`src/rtl/relay_matrix_pkg.sv`:
```
// Constants and types for the protection signal routing matrix.
// Assumes a single clock domain; imported by every matrix module except trip_hold_latch.
package relay_matrix_pkg;

  // ==========================================================
  // Register map
  localparam int         ADDR_W       = 4;
  localparam int         DATA_W       = 8;
  localparam logic [3:0] OFS_BLOCKING = 4'h0;
  localparam logic [3:0] OFS_ROUTE_1  = 4'h1;
  localparam logic [3:0] OFS_ROUTE_2  = 4'h2;
  localparam logic [3:0] OFS_STATUS   = 4'h3;
  localparam logic [3:0] OFS_COMMAND  = 4'h4;

  // ==========================================================
  // Blocking configuration fields
  localparam int BLK_OC_LOW    = 0;
  localparam int BLK_OC_HIGH   = 1;
  localparam int BLK_EF_LOW    = 2;
  localparam int BLK_EF_HIGH   = 3;
  localparam int BLK_BANK_SEL  = 4;
  localparam int BLK_LATCH_OC  = 5;
  localparam int BLK_LATCH_EF  = 6;
  localparam int BLK_REMOTE_RST = 7;

  // ==========================================================
  // Routing fields
  localparam int R1_START_OC_LOW_SIG1 = 0;
  localparam int R1_TRIP_OC_LOW_OPEN  = 1;
  localparam int R1_TRIP_OC_HIGH_OPEN = 3;
  localparam int R2_TRIP_OC_HIGH_SIG3 = 0;

  // ==========================================================
  // Status and command fields
  localparam int ST_LATCH_OC  = 0;
  localparam int ST_LATCH_EF  = 1;
  localparam int ST_INPUT8    = 2;
  localparam int ST_BANK      = 3;
  localparam int ST_OPEN      = 4;
  localparam int ST_TRIP2     = 5;
  localparam int CMD_CLEAR    = 0;

  // ==========================================================
  // Reset values
  localparam logic [7:0] RST_BLOCKING = 8'h00;
  localparam logic [7:0] RST_ROUTE_1  = 8'hAB;
  localparam logic [7:0] RST_ROUTE_2  = 8'h21;

  // ==========================================================
  // Signal bundles
  typedef struct packed {
    logic ef_high;
    logic ef_low;
    logic oc_high;
    logic oc_low;
  } stage_set_t;

  typedef struct packed {
    stage_set_t start;
    stage_set_t trip;
  } stage_signals_t;

  typedef struct packed {
    logic open_cmd;
    logic sig_one;
    logic sig_three;
    logic sig_four;
  } relay_outputs_t;

endpackage

```
`src/rtl/signal_routing_matrix.sv`:
```
// Protection signal routing and blocking matrix, top level.
// Assumes stage signals and control input 8 are synchronous to clk.
// Overview of operation
// - Input 8 blocks earth-fault low stage trip when its bit is set.
// - Input 8 blocks earth-fault high stage trip when its bit is set.
// - Bank enable plus input 8 selects the second setting bank.
// - Overcurrent latch bit holds the second trip signal until reset.
// - Earth-fault latch bit holds the second trip signal until reset.
// - Remote-reset bit plus input 8 clears latches and recorded values.
// - Routing bit sends overcurrent low start to signal one, default on.
// - Routing bit sends overcurrent low trip to open output, default on.
// - Routing bit sends overcurrent high trip to open output, default on.
// - Group two bit sends overcurrent high trip to signal three, default on.
// - Input 8 blocks overcurrent low stage trip when its bit is set.
//
// Strobed register access and the register offsets were left to the implementer.
module signal_routing_matrix
  import relay_matrix_pkg::*;
(
  input  wire logic                         clk,
  input  wire logic                         reset_n,
  input  wire logic                         ce,
  input  wire logic [relay_matrix_pkg::ADDR_W-1:0] addr,
  input  wire logic [relay_matrix_pkg::DATA_W-1:0] wdata,
  input  wire logic                         wr_en,
  input  wire logic                         rd_en,
  output logic [relay_matrix_pkg::DATA_W-1:0]      rdata,
  input  wire relay_matrix_pkg::stage_signals_t    stages,
  input  wire logic                         control_input8,
  output relay_matrix_pkg::relay_outputs_t  relays,
  output logic                              second_trip_signal,
  output logic                              second_bank_select,
  output logic                              clear_recorded
);
  import relay_matrix_pkg::*;

  // ==========================================================
  // Configuration registers
  logic [7:0] input_blocking_config;
  logic [7:0] output_routing_group_one;
  logic [7:0] output_routing_group_two;

  wire logic wr_blocking;
  wire logic wr_route_one;
  wire logic wr_route_two;
  wire logic wr_command;

  assign wr_blocking  = wr_en & (addr == OFS_BLOCKING);
  assign wr_route_one = wr_en & (addr == OFS_ROUTE_1);
  assign wr_route_two = wr_en & (addr == OFS_ROUTE_2);
  assign wr_command   = wr_en & (addr == OFS_COMMAND);

  always_ff @(posedge clk or negedge reset_n) begin
    if (!reset_n) begin
      input_blocking_config    <= RST_BLOCKING;
      output_routing_group_one <= RST_ROUTE_1;
      output_routing_group_two <= RST_ROUTE_2;
    end else if (ce) begin
      if (wr_blocking)  input_blocking_config    <= wdata;
      if (wr_route_one) output_routing_group_one <= wdata;
      if (wr_route_two) output_routing_group_two <= wdata;
    end
  end

  // ==========================================================
  // Trip blocking by control input 8
  stage_signals_t gated;
  wire logic      block_oc_low;
  wire logic      block_oc_high;
  wire logic      block_ef_low;
  wire logic      block_ef_high;

  assign block_oc_low  = control_input8 & input_blocking_config[BLK_OC_LOW];
  assign block_oc_high = control_input8 & input_blocking_config[BLK_OC_HIGH];
  assign block_ef_low  = control_input8 & input_blocking_config[BLK_EF_LOW];
  assign block_ef_high = control_input8 & input_blocking_config[BLK_EF_HIGH];

  assign gated.start        = stages.start;
  assign gated.trip.oc_low  = stages.trip.oc_low  & ~block_oc_low;
  assign gated.trip.oc_high = stages.trip.oc_high & ~block_oc_high;
  assign gated.trip.ef_low  = stages.trip.ef_low  & ~block_ef_low;
  assign gated.trip.ef_high = stages.trip.ef_high & ~block_ef_high;

  // ==========================================================
  // Routing onto the relays
  relay_outputs_t next_relays;

  route_or_matrix u_route (
    .route_one (output_routing_group_one),
    .route_two (output_routing_group_two),
    .stages    (gated),
    .relays    (next_relays)
  );

  // ==========================================================
  // Clearing of latches and recorded values
  wire logic remote_clear;
  wire logic latch_clear;
  logic      remote_clear_q;

  assign remote_clear = control_input8 & input_blocking_config[BLK_REMOTE_RST];
  assign latch_clear  = remote_clear | (wr_command & wdata[CMD_CLEAR]);

  // ==========================================================
  // Second trip signal with optional holding
  wire logic oc_trip;
  wire logic ef_trip;
  wire logic oc_held;
  wire logic ef_held;
  wire logic next_trip2;

  assign oc_trip = gated.trip.oc_low | gated.trip.oc_high;
  assign ef_trip = gated.trip.ef_low | gated.trip.ef_high;

  trip_hold_latch u_latch_oc (
    .clk     (clk),
    .reset_n (reset_n),
    .ce      (ce),
    .enable  (input_blocking_config[BLK_LATCH_OC]),
    .trip    (oc_trip),
    .clear   (latch_clear),
    .held    (oc_held)
  );

  trip_hold_latch u_latch_ef (
    .clk     (clk),
    .reset_n (reset_n),
    .ce      (ce),
    .enable  (input_blocking_config[BLK_LATCH_EF]),
    .trip    (ef_trip),
    .clear   (latch_clear),
    .held    (ef_held)
  );

  assign next_trip2 = oc_trip | ef_trip | oc_held | ef_held;

  // ==========================================================
  // Setting bank selection
  wire logic next_bank;

  assign next_bank = control_input8 & input_blocking_config[BLK_BANK_SEL];

  // ==========================================================
  // Registered outputs
  always_ff @(posedge clk or negedge reset_n) begin
    if (!reset_n) begin
      relays             <= '0;
      second_trip_signal <= 1'b0;
      second_bank_select <= 1'b0;
      clear_recorded     <= 1'b0;
      remote_clear_q     <= 1'b0;
    end else if (ce) begin
      relays             <= next_relays;
      second_trip_signal <= next_trip2;
      second_bank_select <= next_bank;
      clear_recorded     <= (remote_clear & ~remote_clear_q) | (wr_command & wdata[CMD_CLEAR]);
      remote_clear_q     <= remote_clear;
    end
  end

  // ==========================================================
  // Register read port
  wire logic [7:0] status_word;
  logic [7:0]      next_rdata;

  assign status_word[7:6]         = 2'b00;
  assign status_word[ST_TRIP2]    = second_trip_signal;
  assign status_word[ST_OPEN]     = relays.open_cmd;
  assign status_word[ST_BANK]     = second_bank_select;
  assign status_word[ST_INPUT8]   = control_input8;
  assign status_word[ST_LATCH_EF] = ef_held;
  assign status_word[ST_LATCH_OC] = oc_held;

  always_comb begin
    case (addr)
      OFS_BLOCKING: next_rdata = input_blocking_config;
      OFS_ROUTE_1:  next_rdata = output_routing_group_one;
      OFS_ROUTE_2:  next_rdata = output_routing_group_two;
      OFS_STATUS:   next_rdata = status_word;
      default:      next_rdata = 8'h00;
    endcase
  end

  always_ff @(posedge clk or negedge reset_n) begin
    if (!reset_n) begin
      rdata <= 8'h00;
    end else if (ce) begin
      rdata <= rd_en ? next_rdata : 8'h00;
    end
  end
endmodule

```
`src/rtl/route_or_matrix.sv`:
```
// Routing matrix: OR of routed stage signals onto each output.
// Assumes trips arrive already blocked; purely combinational.
module route_or_matrix
  import relay_matrix_pkg::*;
(
  input  wire logic [7:0]     route_one,
  input  wire logic [7:0]     route_two,
  input  wire stage_signals_t stages,
  output relay_outputs_t      relays
);

  // ==========================================================
  // Source vectors, one per routing bit
  wire logic [7:0] src_one;
  wire logic [7:0] src_two;
  wire logic [3:0] sig1_terms;
  wire logic [3:0] open_terms;
  wire logic [3:0] sig3_terms;
  wire logic [3:0] sig4_terms;

  assign src_one = {stages.trip.ef_high, stages.start.ef_high,
                    stages.trip.ef_low,  stages.start.ef_low,
                    stages.trip.oc_high, stages.start.oc_high,
                    stages.trip.oc_low,  stages.start.oc_low};
  assign src_two = {stages.trip.oc_low,  stages.trip.oc_low,
                    stages.trip.ef_high, stages.trip.ef_high,
                    stages.trip.ef_low,  stages.trip.ef_low,
                    stages.trip.oc_high, stages.trip.oc_high};

  // ==========================================================
  // Gating per routing pair
  // routing bit gates
  for (genvar i = 0; i < 4; i++) begin : g_pair
    assign sig1_terms[i] = route_one[2*i]   & src_one[2*i];
    assign open_terms[i] = route_one[2*i+1] & src_one[2*i+1];
    assign sig3_terms[i] = route_two[2*i]   & src_two[2*i];
    assign sig4_terms[i] = route_two[2*i+1] & src_two[2*i+1];
  end

  assign relays.open_cmd  = |open_terms;
  assign relays.sig_one   = |sig1_terms;
  assign relays.sig_three = |sig3_terms;
  assign relays.sig_four  = |sig4_terms;

endmodule

```
`src/rtl/trip_hold_latch.sv`:
```
// Holding latch for one class of trip on the second trip signal.
// Assumes trip and clear are synchronous to clk.
module trip_hold_latch (
  input  wire logic clk,
  input  wire logic reset_n,
  input  wire logic ce,
  input  wire logic enable,
  input  wire logic trip,
  input  wire logic clear,
  output logic      held
);

  // ==========================================================
  // Latch state, set wins over clear
  wire logic next_held;

  assign next_held = enable & (trip | (held & ~clear));

  always_ff @(posedge clk or negedge reset_n) begin
    if (!reset_n) begin
      held <= 1'b0;
    end else if (ce) begin
      held <= next_held;
    end
  end

endmodule

```
`config.mk`:
```
export PLATFORM = sky130hd
export DESIGN_NAME = signal_routing_matrix
export DESIGN_NICKNAME = d
export VERILOG_FILES = /design/src/rtl/relay_matrix_pkg.sv /design/src/rtl/signal_routing_matrix.sv /design/src/rtl/route_or_matrix.sv /design/src/rtl/trip_hold_latch.sv
export SDC_FILE = /design/constraint.sdc
export NUM_CORES = 1
export LEC_CHECK = 0
export BUFFER_PORTS_ARGS = -buffer_cell sky130_fd_sc_hd__buf_2
export CORE_MARGIN = 1.5
export CORE_UTILIZATION = 40
export DETAILED_ROUTE_END_ITERATION = 12
export MAX_ROUTING_LAYER = met4
export SLEW_MARGIN = 20
export SYNTH_ARGS = -nofsm -noshare
export SYNTH_HDL_FRONTEND = slang
export SYNTH_SLANG_ARGS = --single-unit
```
`constraint.sdc`:
```
create_clock -name clk -period 1.7 [get_ports clk]
set_input_delay 0 -clock clk [delete_from_list [all_inputs] [get_ports clk]]
set_output_delay 0 -clock clk [all_outputs]
set_load 0.02 [all_outputs]
```
==> results.sh, run 1 <==
export IMPL_status="completed"
export IMPL_io_buffers=40
export IMPL_post_cts_buffers=0
export IMPL_grt_util_all_layers_pct=21.4
export IMPL_cts_inserted_buffers=5
export IMPL_post_synth_cell_area_avg_um2=12.3
export IMPL_synth_top_area_share_pct=43.1
export IMPL_critical_path_top_delay_family="flip-flops"
export IMPL_cp_num_buf_inv=0
export IMPL_drt_iter0_drc=83
export IMPL_slew_headroom_pct=63.8
export IMPL_final_area_um2=2510
export IMPL_drive_gt1_share_pct=43.8
export IMPL_grt_pass1_vias=1665
export IMPL_grt_max_degree=43
export IMPL_worst_endpoint_arrival_ns=1.40
export IMPL_syn_area_um2=2030
export IMPL_cts_tree="built"
export IMPL_synth_async_reset_ratio_pct=100
export IMPL_synth_cell_type_count=31
export IMPL_die_y_um=74.3
export IMPL_initial_core_util_pct=42.2
export IMPL_setup_tns_ns=0
export IMPL_core_area_um2=4820
export IMPL_fillerInstances=463
export IMPL_dp_hpwl_mm=3.78
export IMPL_min_period_over_period_pct=72.1
export IMPL_finClkSkew_ns=0.0115
export IMPL_clk_pin_slew_worst_paths_ns=0.09
export IMPL_antenna_found_initial=0
export IMPL_die_area_um2=5520
export IMPL_reg2reg_slack_ns=0.47
export IMPL_seq_area_frac_synth_pct=52.1
export IMPL_clockBufferDepth=2
export IMPL_yosys_warnings=0
export IMPL_placed_cell_area_um2=2320
export IMPL_post_route_min_period_ns=1.23
export IMPL_crit_path_max_fanout=4
export IMPL_firstDrtPassIters=4
export IMPL_max_cap_violations=0
export IMPL_rsz0062_at_grt="no"
export IMPL_grt_pass1_wl_mm=8.39
export IMPL_synthTopCellsByArea="dfrtp_1, mux2_2, dfstp_2"
export IMPL_postSynthNetCount=191
export IMPL_p_leak_nw=1.12
export IMPL_die_w_um=74.3
export IMPL_via_count=1624
export IMPL_wirelength_mm=5.24
export IMPL_crit_required_ns=1.87
export IMPL_hold_violations=0
export IMPL_ir_drop_uv=613
export IMPL_grt_ovfl_total=0
export IMPL_wl_per_cell_um=18.3
export IMPL_critical_path_slowest_cell="dfrtp_1"
export IMPL_root_buffer="clkbuf_8"
export IMPL_path_class="reg2reg"
export IMPL_routed_via_density=5.68
export IMPL_synth_cells=165
export IMPL_worst_pin_slew_ns=0.544
export IMPL_setup_viol=0
export IMPL_cp_start_kind="register"
export IMPL_hp_class="in2reg"
export IMPL_worstPathCellList="or3_1 -> o32a_1"
export IMPL_diodes=0
export IMPL_cts_sinks=42
export IMPL_num_io_pins=41
export IMPL_h_tree_depth=2
export IMPL_slowest_delay_ns=0.42
export IMPL_clk_latency_ns=0.30
export IMPL_area_growth_pct=23.6
export IMPL_synth_edf_count=0
export IMPL_ys_flop_type="dfrtp_1"
export IMPL_place_congestion=0.966
export IMPL_maxSlewViolCount=0
export IMPL_rows=25
export IMPL_end_kind="register"
export IMPL_final_antenna_net_count=0
export IMPL_synth_area_leader_cell="dfrtp_1"
export IMPL_drc=0
export IMPL_timing_fmax_mhz=816
export IMPL_cts_resized=0
export IMPL_fin_nets=244
export IMPL_power_density_nw_per_um2=1040
export IMPL_synth_seq_cells=42
-- stage by stage --
stage / instances / hold WS [ns] / setup slack [ns] / power [mW] / util, %
global route: 286 / 0.0238 / 0.390 / 2.74 / 52.2
global placement: 270 / 0.0930 / 0.270 / 1.82 / 48.3
finish: 286 / 0.0121 / 0.475 / 2.61 / 52.2
floorplan: 165 / -0.296 / 0.562 / 1.63 / -
CTS: 286 / 0.0139 / 0.484 / 2.62 / 52.2
detailed placement: 270 / 0.102 / 0.246 / 1.84 / 48.3
-- state kept, by name, indices dropped and copies added (netlist names), 4 cells and up --
signal / cells
output_routing_group_one: 8
output_routing_group_two: 8
rdata: 8
relays: 4
input_blocking_config: 8
-- cells by family (layout without fill, tap and decap cells) --
logic type / count (synthesis) / in the layout / share of synthesized area, %
flops: 42 / 42 / 52.1
mux: 33 / 33 / 18.2
buf+inv: 9 / 63 / 1.85
compound gates: 46 / 46 / 17.1
simple gates: 35 / 35 / 10.8
-- synthesized netlist by cell type (all sizes together), types with 3 or more instances --
library cell / n
and4bb: 3
clkbuf: 5
mux2: 31
a22oi: 8
a31oi: 7
and2: 3
nand2: 5
nor2b: 3
dfrtp: 35
nand2b: 5
o21ai: 7
nor2: 7
a32oi: 12
dfstp: 7
nand3: 4
-- final timing paths --
kind,to,start,cells after the start
min in group asynchronous,relays[2]$_DFFE_PN0P_,reset_n,3
hold reg to reg,rdata[4]$_DFFE_PN0P_,rdata[4]$_DFFE_PN0P_,2
hold / removal,clear_recorded$_DFFE_PN0P_,addr[2],3
max in group asynchronous,output_routing_group_one[3]$_DFFE_PN1P_,reset_n,3
setup / recovery,second_trip_signal$_DFFE_PN0P_,u_latch_ef.held$_DFFE_PN0P_,2
setup reg to reg,second_trip_signal$_DFFE_PN0P_,u_latch_ef.held$_DFFE_PN0P_,2
-- layout make-up --
| type | instances | area (um2) | area share, % |
|---|---|---|---|
| Sequential cell | 42 | 1060 | 42.2 |
| Multi-Input combinational cell | 114 | 936 | 37.2 |
| Timing Repair Buffer | 53 | 318 | 12.6 |
| Tap cell | 67 | 83.8 | 3.33 |
| Clock buffer | 5 | 68.8 | 2.74 |
| Clock inverter | 3 | 40.0 | 1.59 |
| Inverter | 2 | 7.51 | 0.299 |
-- timing repair --
action                                  CTS  global route
endpoints found under the setup margin    0             0
hold buffers                              8             0
hold endpoints to repair                 56             0
-- power by group --
group / internal, mW / switching, mW / total, mW
clock: 0.432 / 0.347 / 0.779
sequential: 1.18 / 0.146 / 1.33
combinational: 0.263 / 0.239 / 0.502
total: 1.88 / 0.732 / 2.61
-- worst reg2reg max path, stage by stage, from the launching register on --
cell,delay (ns)
dfrtp_1,0.42
or3_1,0.38
o32a_1,0.30
-- cell usage in the layout (no fill, tap or decap), drive strengths merged --
| master | synthesis | routed |
|---|---|---|
| a21boi | 2 | 2 |
| a221o | 2 | 2 |
| a22oi | 8 | 8 |
| a2bb2oi | 2 | 2 |
| a31oi | 7 | 7 |
| a32oi | 12 | 12 |
| a41oi | 1 | 1 |
| and2 | 3 | 3 |
| and4bb | 3 | 3 |
| buf | 2 | 45 |
| bufinv | 0 | 1 |
| clkbuf | 5 | 5 |
| clkinv | 0 | 2 |
| dfrtp | 35 | 35 |
| dfstp | 7 | 7 |
| dlygate4sd3 | 0 | 8 |
| inv | 2 | 2 |
| mux2 | 31 | 31 |
| mux2i | 2 | 2 |
| nand2 | 5 | 5 |
| nand2b | 5 | 5 |
| nand3 | 4 | 4 |
| nand3b | 1 | 1 |
| nand4 | 1 | 1 |
| nor2 | 7 | 7 |
| nor2b | 3 | 3 |
| nor3 | 1 | 1 |
| nor3b | 1 | 1 |
| o21ai | 7 | 7 |
| o21bai | 2 | 2 |
| o2bb2ai | 2 | 2 |
| o32a | 1 | 1 |
| or3 | 1 | 1 |
-- metal layers --
layer / track usage [%] / up-vias / routed length (um)
met1: 27.5 / 814 / 2340
li1: - / 750 / -
met2: 32.6 / 54 / 2540
met4: 8.28 / 0 / 45
met3: 5.42 / 6 / 317
met5: - / - / 0
(Power assumes the default switching activity.)
==> inputs of run 2 (changes only) <==
==> constraint.sdc (replaced) <==
create_clock -name clk -period 1.06 [get_ports clk]
set_input_delay 0 -clock clk [delete_from_list [all_inputs] [get_ports clk]]
set_output_delay 0 -clock clk [all_outputs]
set_load 0.02 [all_outputs]
==> results.sh, run 2 (synthesis results as in run 1) <==
export IMPL_routed_via_density=5.49
export IMPL_firstDrtPassIters=4
export IMPL_endpoint="second_trip_signal$_DFFE_PN0P_"
export IMPL_antenna_found_initial=0
export IMPL_finClkSkew_ns=0.0114
export IMPL_ir_drop_uv=874
export IMPL_place_congestion=0.924
export IMPL_hold_violations=0
export IMPL_clk_pin_slew_worst_paths_ns=0.08
export IMPL_io_buffers=40
export IMPL_grt_pass1_wl_mm=8.94
export IMPL_initial_core_util_pct=42.2
export IMPL_grt_ovfl_total=0
export IMPL_root_buffer="clkbuf_8"
export IMPL_reg2reg_from="u_latch_oc.held$_DFFE_PN0P_"
export IMPL_crit_required_ns=1.24
export IMPL_final_common_cell="buf_2"
export IMPL_worstPathCellList="or3_1 -> o32a_1"
export IMPL_final_antenna_net_count=0
export IMPL_clockBufferDepth=2
export IMPL_dr_wl_met2_mm=2.62
export IMPL_grt_pass1_vias=1752
export IMPL_via_count=1686
export IMPL_die_y_um=74.3
export IMPL_cts_sinks=42
export IMPL_worst_endpoint_arrival_ns=1.33
export IMPL_slew_headroom_pct=77.3
export IMPL_timing_fmax_mhz=870
export IMPL_p_total_mw=4.49
export IMPL_reg2reg_slack_ns=-0.09
export IMPL_drc=0
export IMPL_crit_path_max_fanout=2
export IMPL_wl_per_cell_um=18.0
export IMPL_grt_util_all_layers_pct=23.0
export IMPL_die_area_um2=5520
export IMPL_grt_max_degree=43
export IMPL_startpoint="u_latch_oc.held$_DFFE_PN0P_"
export IMPL_dp_hpwl_mm=4.00
export IMPL_num_io_pins=41
export IMPL_reg2reg_depth=2
export IMPL_drt_iter0_drc=135
export IMPL_rows=25
export IMPL_wirelength_mm=5.52
export IMPL_critical_path_top_delay_family="flip-flops"
export IMPL_dr_wl_met3_um=226
export IMPL_slowest_delay_ns=0.38
export IMPL_crit_cells=2
export IMPL_highest_layer="met4"
export IMPL_drive_gt1_share_pct=52.9
export IMPL_die_w_um=74.3
export IMPL_cp_start_kind="register"
export IMPL_cts_inserted_buffers=5
export IMPL_setup_tns_ns=-0.132
export IMPL_wl_met1_mm=2.56
export IMPL_critical_path_slowest_cell="dfrtp_1"
export IMPL_setup_viol=3
export IMPL_reg2reg_to="second_trip_signal$_DFFE_PN0P_"
export IMPL_final_cell_mix="buf_2, dfrtp_1, mux2_2"
export IMPL_diodes=0
export IMPL_p_leak_nw=1.25
export IMPL_min_period_over_period_pct=108
export IMPL_hp_class="in2reg"
export IMPL_status="finished, violations left"
export IMPL_clk_latency_ns=0.30
export IMPL_area_growth_pct=35.3
export IMPL_post_route_min_period_ns=1.15
export IMPL_cts_tree="built"
export IMPL_end_kind="register"
export IMPL_h_tree_depth=2
export IMPL_cp_num_buf_inv=0
export IMPL_core_area_um2=4820
export IMPL_max_cap_violations=0
export IMPL_path_class="reg2reg"
export IMPL_power_density_nw_per_um2=1630
export IMPL_layout_setup_ws_ns=-0.0896
export IMPL_maxSlewViolCount=0
export IMPL_rsz0062_at_grt="yes"
export IMPL_worst_pin_slew_ns=0.340
export IMPL_violations="negative setup slack"
export IMPL_fin_nets=265
[run 2: changes by cell type in the layout (fill, tap and decap cells not counted), sizes merged]
cell    change
buf        +21
clkbuf      +2
clkinv      -2
[run 2: final cells by class]
| class | count | area (um2) |
|---|---|---|
| Multi-Input combinational cell | 114 | 992 |
| Fill cell | 437 | 2070 |
| Clock buffer | 7 | 86.3 |
| Timing Repair Buffer | 74 | 492 |
| Clock inverter | 1 | 30.0 |
| Sequential cell | 42 | 1060 |
| Tap cell | 67 | 83.8 |
| Inverter | 2 | 7.51 |
[run 2: per-layer routing]
layer / global-route usage [%] / up-vias
met3: 5.15 / 10
li1: - / 792
met5: - / -
met4: 10.3 / 0
met2: 32.7 / 39
met1: 31.4 / 845
[run 2: worst register-to-register path, stage by stage, from the launching register on]
cell	delay, ns
dfrtp_1	0.38
or3_1	0.35
o32a_1	0.30
[run 2: per-stage QoR]
stage          instances  hold WS, ns  utilization (%)  setup slack (ns)  area, um2
2_1_floorplan        165       -0.296                -           -0.0781       2030
3_3_place_gp         290      -0.0107             51.6            -0.194       2490
3_5_place_dp         290     -0.00946             51.6            -0.200       2490
4_1_cts              306      0.00617             56.1           -0.0850       2700
5_1_grt              307       0.0240             57.1            -0.115       2750
6_report             307       0.0148             57.1           -0.0896       2750
[run 2: what timing repair did]
item,4_1_cts,5_1_grt
pin swaps,1,7
endpoints found under the setup margin,10,12
hold endpoints to repair,63,0
setup buffers,0,1
resized for setup,9,13
hold buffers,8,0
[run 2: how the worst min path moves through the flow]
stage	slack [ns]	start	end	cells past startpoint
2_1_floorplan	-0.30	reset_n	clear_recorded$_DFFE_PN0P_	0
3_3_place_gp	-0.01	reset_n	relays[2]$_DFFE_PN0P_	2
3_5_place_dp	-0.009	reset_n	relays[2]$_DFFE_PN0P_	2
4_1_cts	0.006	ce	relays[2]$_DFFE_PN0P_	3
5_1_grt	0.02	ce	relays[2]$_DFFE_PN0P_	3
6_report	0.01	ce	relays[2]$_DFFE_PN0P_	3
[run 2: power by group]
part	total [mW]	internal [mW]	switching, mW
combinational	1.07	0.600	0.471
clock	1.30	0.768	0.534
sequential	2.11	1.90	0.214
==> inputs of run 3 (changes only) <==
--- a/config.mk
+++ b/config.mk
@@ -7,9 +7,10 @@
 export LEC_CHECK = 0
 export BUFFER_PORTS_ARGS = -buffer_cell sky130_fd_sc_hd__buf_2
 export CORE_MARGIN = 1.5
-export CORE_UTILIZATION = 40
+export CORE_UTILIZATION = 49
 export DETAILED_ROUTE_END_ITERATION = 12
 export MAX_ROUTING_LAYER = met4
+export PLACE_DENSITY = 0.75
 export SLEW_MARGIN = 20
 export SYNTH_ARGS = -nofsm -noshare
 export SYNTH_HDL_FRONTEND = slang
==> results.sh, run 3 (synthesis results as in run 1) <==
export IMPL_p_total_mw=4.33
export IMPL_firstDrtPassIters=4
export IMPL_ir_drop_uv=918
export IMPL_p_leak_nw=1.26
export IMPL_reg2reg_from="u_latch_oc.held$_DFFE_PN0P_"
export IMPL_status="finished, violations left"
export IMPL_regArea_um2=1060
export IMPL_multi_input_area_um2=1010
export IMPL_cp_start_kind="register"
export IMPL_dp_cells=276
export IMPL_die_w_um=67.4
export IMPL_grt_util_all_layers_pct=29.6
export IMPL_fillerInstances=288
export IMPL_max_cap_violations=0
export IMPL_crit_required_ns=1.25
export IMPL_crit_path_max_fanout=2
export IMPL_reg2reg_to="second_trip_signal$_DFFE_PN0P_"
export IMPL_setup_viol=8
export IMPL_final_antenna_net_count=0
export IMPL_wirelength_mm=5.84
export IMPL_reg2reg_slack_ns=-0.08
export IMPL_io_buffers=40
export IMPL_worst_endpoint_arrival_ns=1.33
export IMPL_routed_via_density=6.04
export IMPL_holdPathEnd="relays[2]$_DFFE_PN0P_"
export IMPL_maxSlewViolCount=0
export IMPL_h_tree_depth=2
export IMPL_drc=0
export IMPL_wl_per_cell_um=19.9
export IMPL_hold_start="stages[7]"
export IMPL_diodes=0
export IMPL_drive_gt1_share_pct=55.6
export IMPL_hold_violations=0
export IMPL_setup_tns_ns=-0.206
export IMPL_cts_inserted_buffers=5
export IMPL_grt_pass1_wl_mm=9.26
export IMPL_min_period_over_period_pct=108
export IMPL_drt_iter0_drc=93
export IMPL_power_density_nw_per_um2=1570
export IMPL_cts_sinks=42
export IMPL_grt_ovfl_total=0
export IMPL_clk_pin_slew_worst_paths_ns=0.08
export IMPL_fin_nets=268
export IMPL_placed_cell_area_um2=2500
export IMPL_grt_max_degree=43
export IMPL_timing_fmax_mhz=876
export IMPL_die_y_um=67.4
export IMPL_reg2reg_depth=2
export IMPL_final_cell_mix="buf_2, dfrtp_1, mux2_2"
export IMPL_grt_pass1_vias=1867
export IMPL_slew_headroom_pct=78.1
export IMPL_clockBufferDepth=2
export IMPL_worst_pin_slew_ns=0.329
export IMPL_hp_class="in2reg"
export IMPL_initial_core_util_pct=50.8
export IMPL_clk_latency_ns=0.30
export IMPL_rsz0062_at_grt="yes"
export IMPL_area_growth_pct=36.1
export IMPL_path_class="reg2reg"
export IMPL_final_area_um2=2770
export IMPL_finClkSkew_ns=0.00576
export IMPL_final_common_cell="buf_2"
export IMPL_via_count=1771
export IMPL_place_congestion=0.867
export IMPL_post_route_min_period_ns=1.14
export IMPL_violations="negative setup slack"
export IMPL_root_buffer="clkbuf_8"
export IMPL_hold_depth=3
export IMPL_end_kind="register"
export IMPL_cts_tree="built"
export IMPL_layout_setup_ws_ns=-0.0813
export IMPL_dp_hpwl_mm=4.08
export IMPL_die_area_um2=4540
export IMPL_final_cells=293
export IMPL_num_io_pins=41
export IMPL_antenna_found_initial=0
export IMPL_core_area_um2=4000
export IMPL_rows=23
-- run 3: critical path: stages, from the launching register on --
cell	delay, ns
dfrtp_1	0.39
or3_1	0.35
o32a_1	0.29
-- run 3: final cells by class --
class / count / share of cell area, %
Clock buffer: 6 / 2.98
Timing Repair Buffer: 77 / 19.0
Clock inverter: 2 / 0.452
Multi-Input combinational cell: 114 / 36.7
Sequential cell: 42 / 38.3
Inverter: 2 / 0.271
Tap cell: 50 / 2.26
-- run 3: layer usage --
layer	global-route usage, %	wire length, um	vias to the layer above
li1	-	-	795
met1	34.2	2270	892
met2	48.0	3070	72
met3	6.00	350	12
met4	16.6	152	0
met5	-	0	-
-- run 3: worst max path at each step --
stage	from	end	slack (ns)	cells after the start
3_5_place_dp	addr[2]	input_blocking_config[4]$_DFFE_PN0P_	-0.20	5
5_1_grt	input_blocking_config[1]$_DFFE_PN0P_	relays[3]$_DFFE_PN0P_	-0.13	4
3_3_place_gp	addr[2]	input_blocking_config[4]$_DFFE_PN0P_	-0.17	5
6_report	u_latch_oc.held$_DFFE_PN0P_	second_trip_signal$_DFFE_PN0P_	-0.08	2
4_1_cts	u_latch_oc.held$_DFFE_PN0P_	second_trip_signal$_DFFE_PN0P_	-0.09	2
2_1_floorplan	addr[2]	input_blocking_config[0]$_DFFE_PN0P_	-0.08	3
-- run 3: power by group --
part	leakage (nW)	internal, mW	switching, mW
logic	0.695	0.620	0.504
registers	0.521	1.90	0.222
clock network	0.0472	0.523	0.562
-- run 3: per-stage QoR --
| stage | hold WS, ns | setup WS [ns] | utilization, % |
|---|---|---|---|
| 3_3_place_gp | -0.0153 | -0.168 | 62.5 |
| 3_5_place_dp | -0.00911 | -0.196 | 62.5 |
| 2_1_floorplan | -0.296 | -0.0781 | - |
| 5_1_grt | 0.0424 | -0.125 | 69.2 |
| 4_1_cts | 0.0193 | -0.0894 | 68.2 |
| 6_report | 0.0195 | -0.0813 | 69.2 |
-- run 3: repair_timing --
action	in CTS	in global routing
setup endpoints to repair	11	13
hold buffers	8	0
pin swaps	3	9
hold endpoints to repair	63	0
setup buffers	0	1
gates resized for setup	17	9
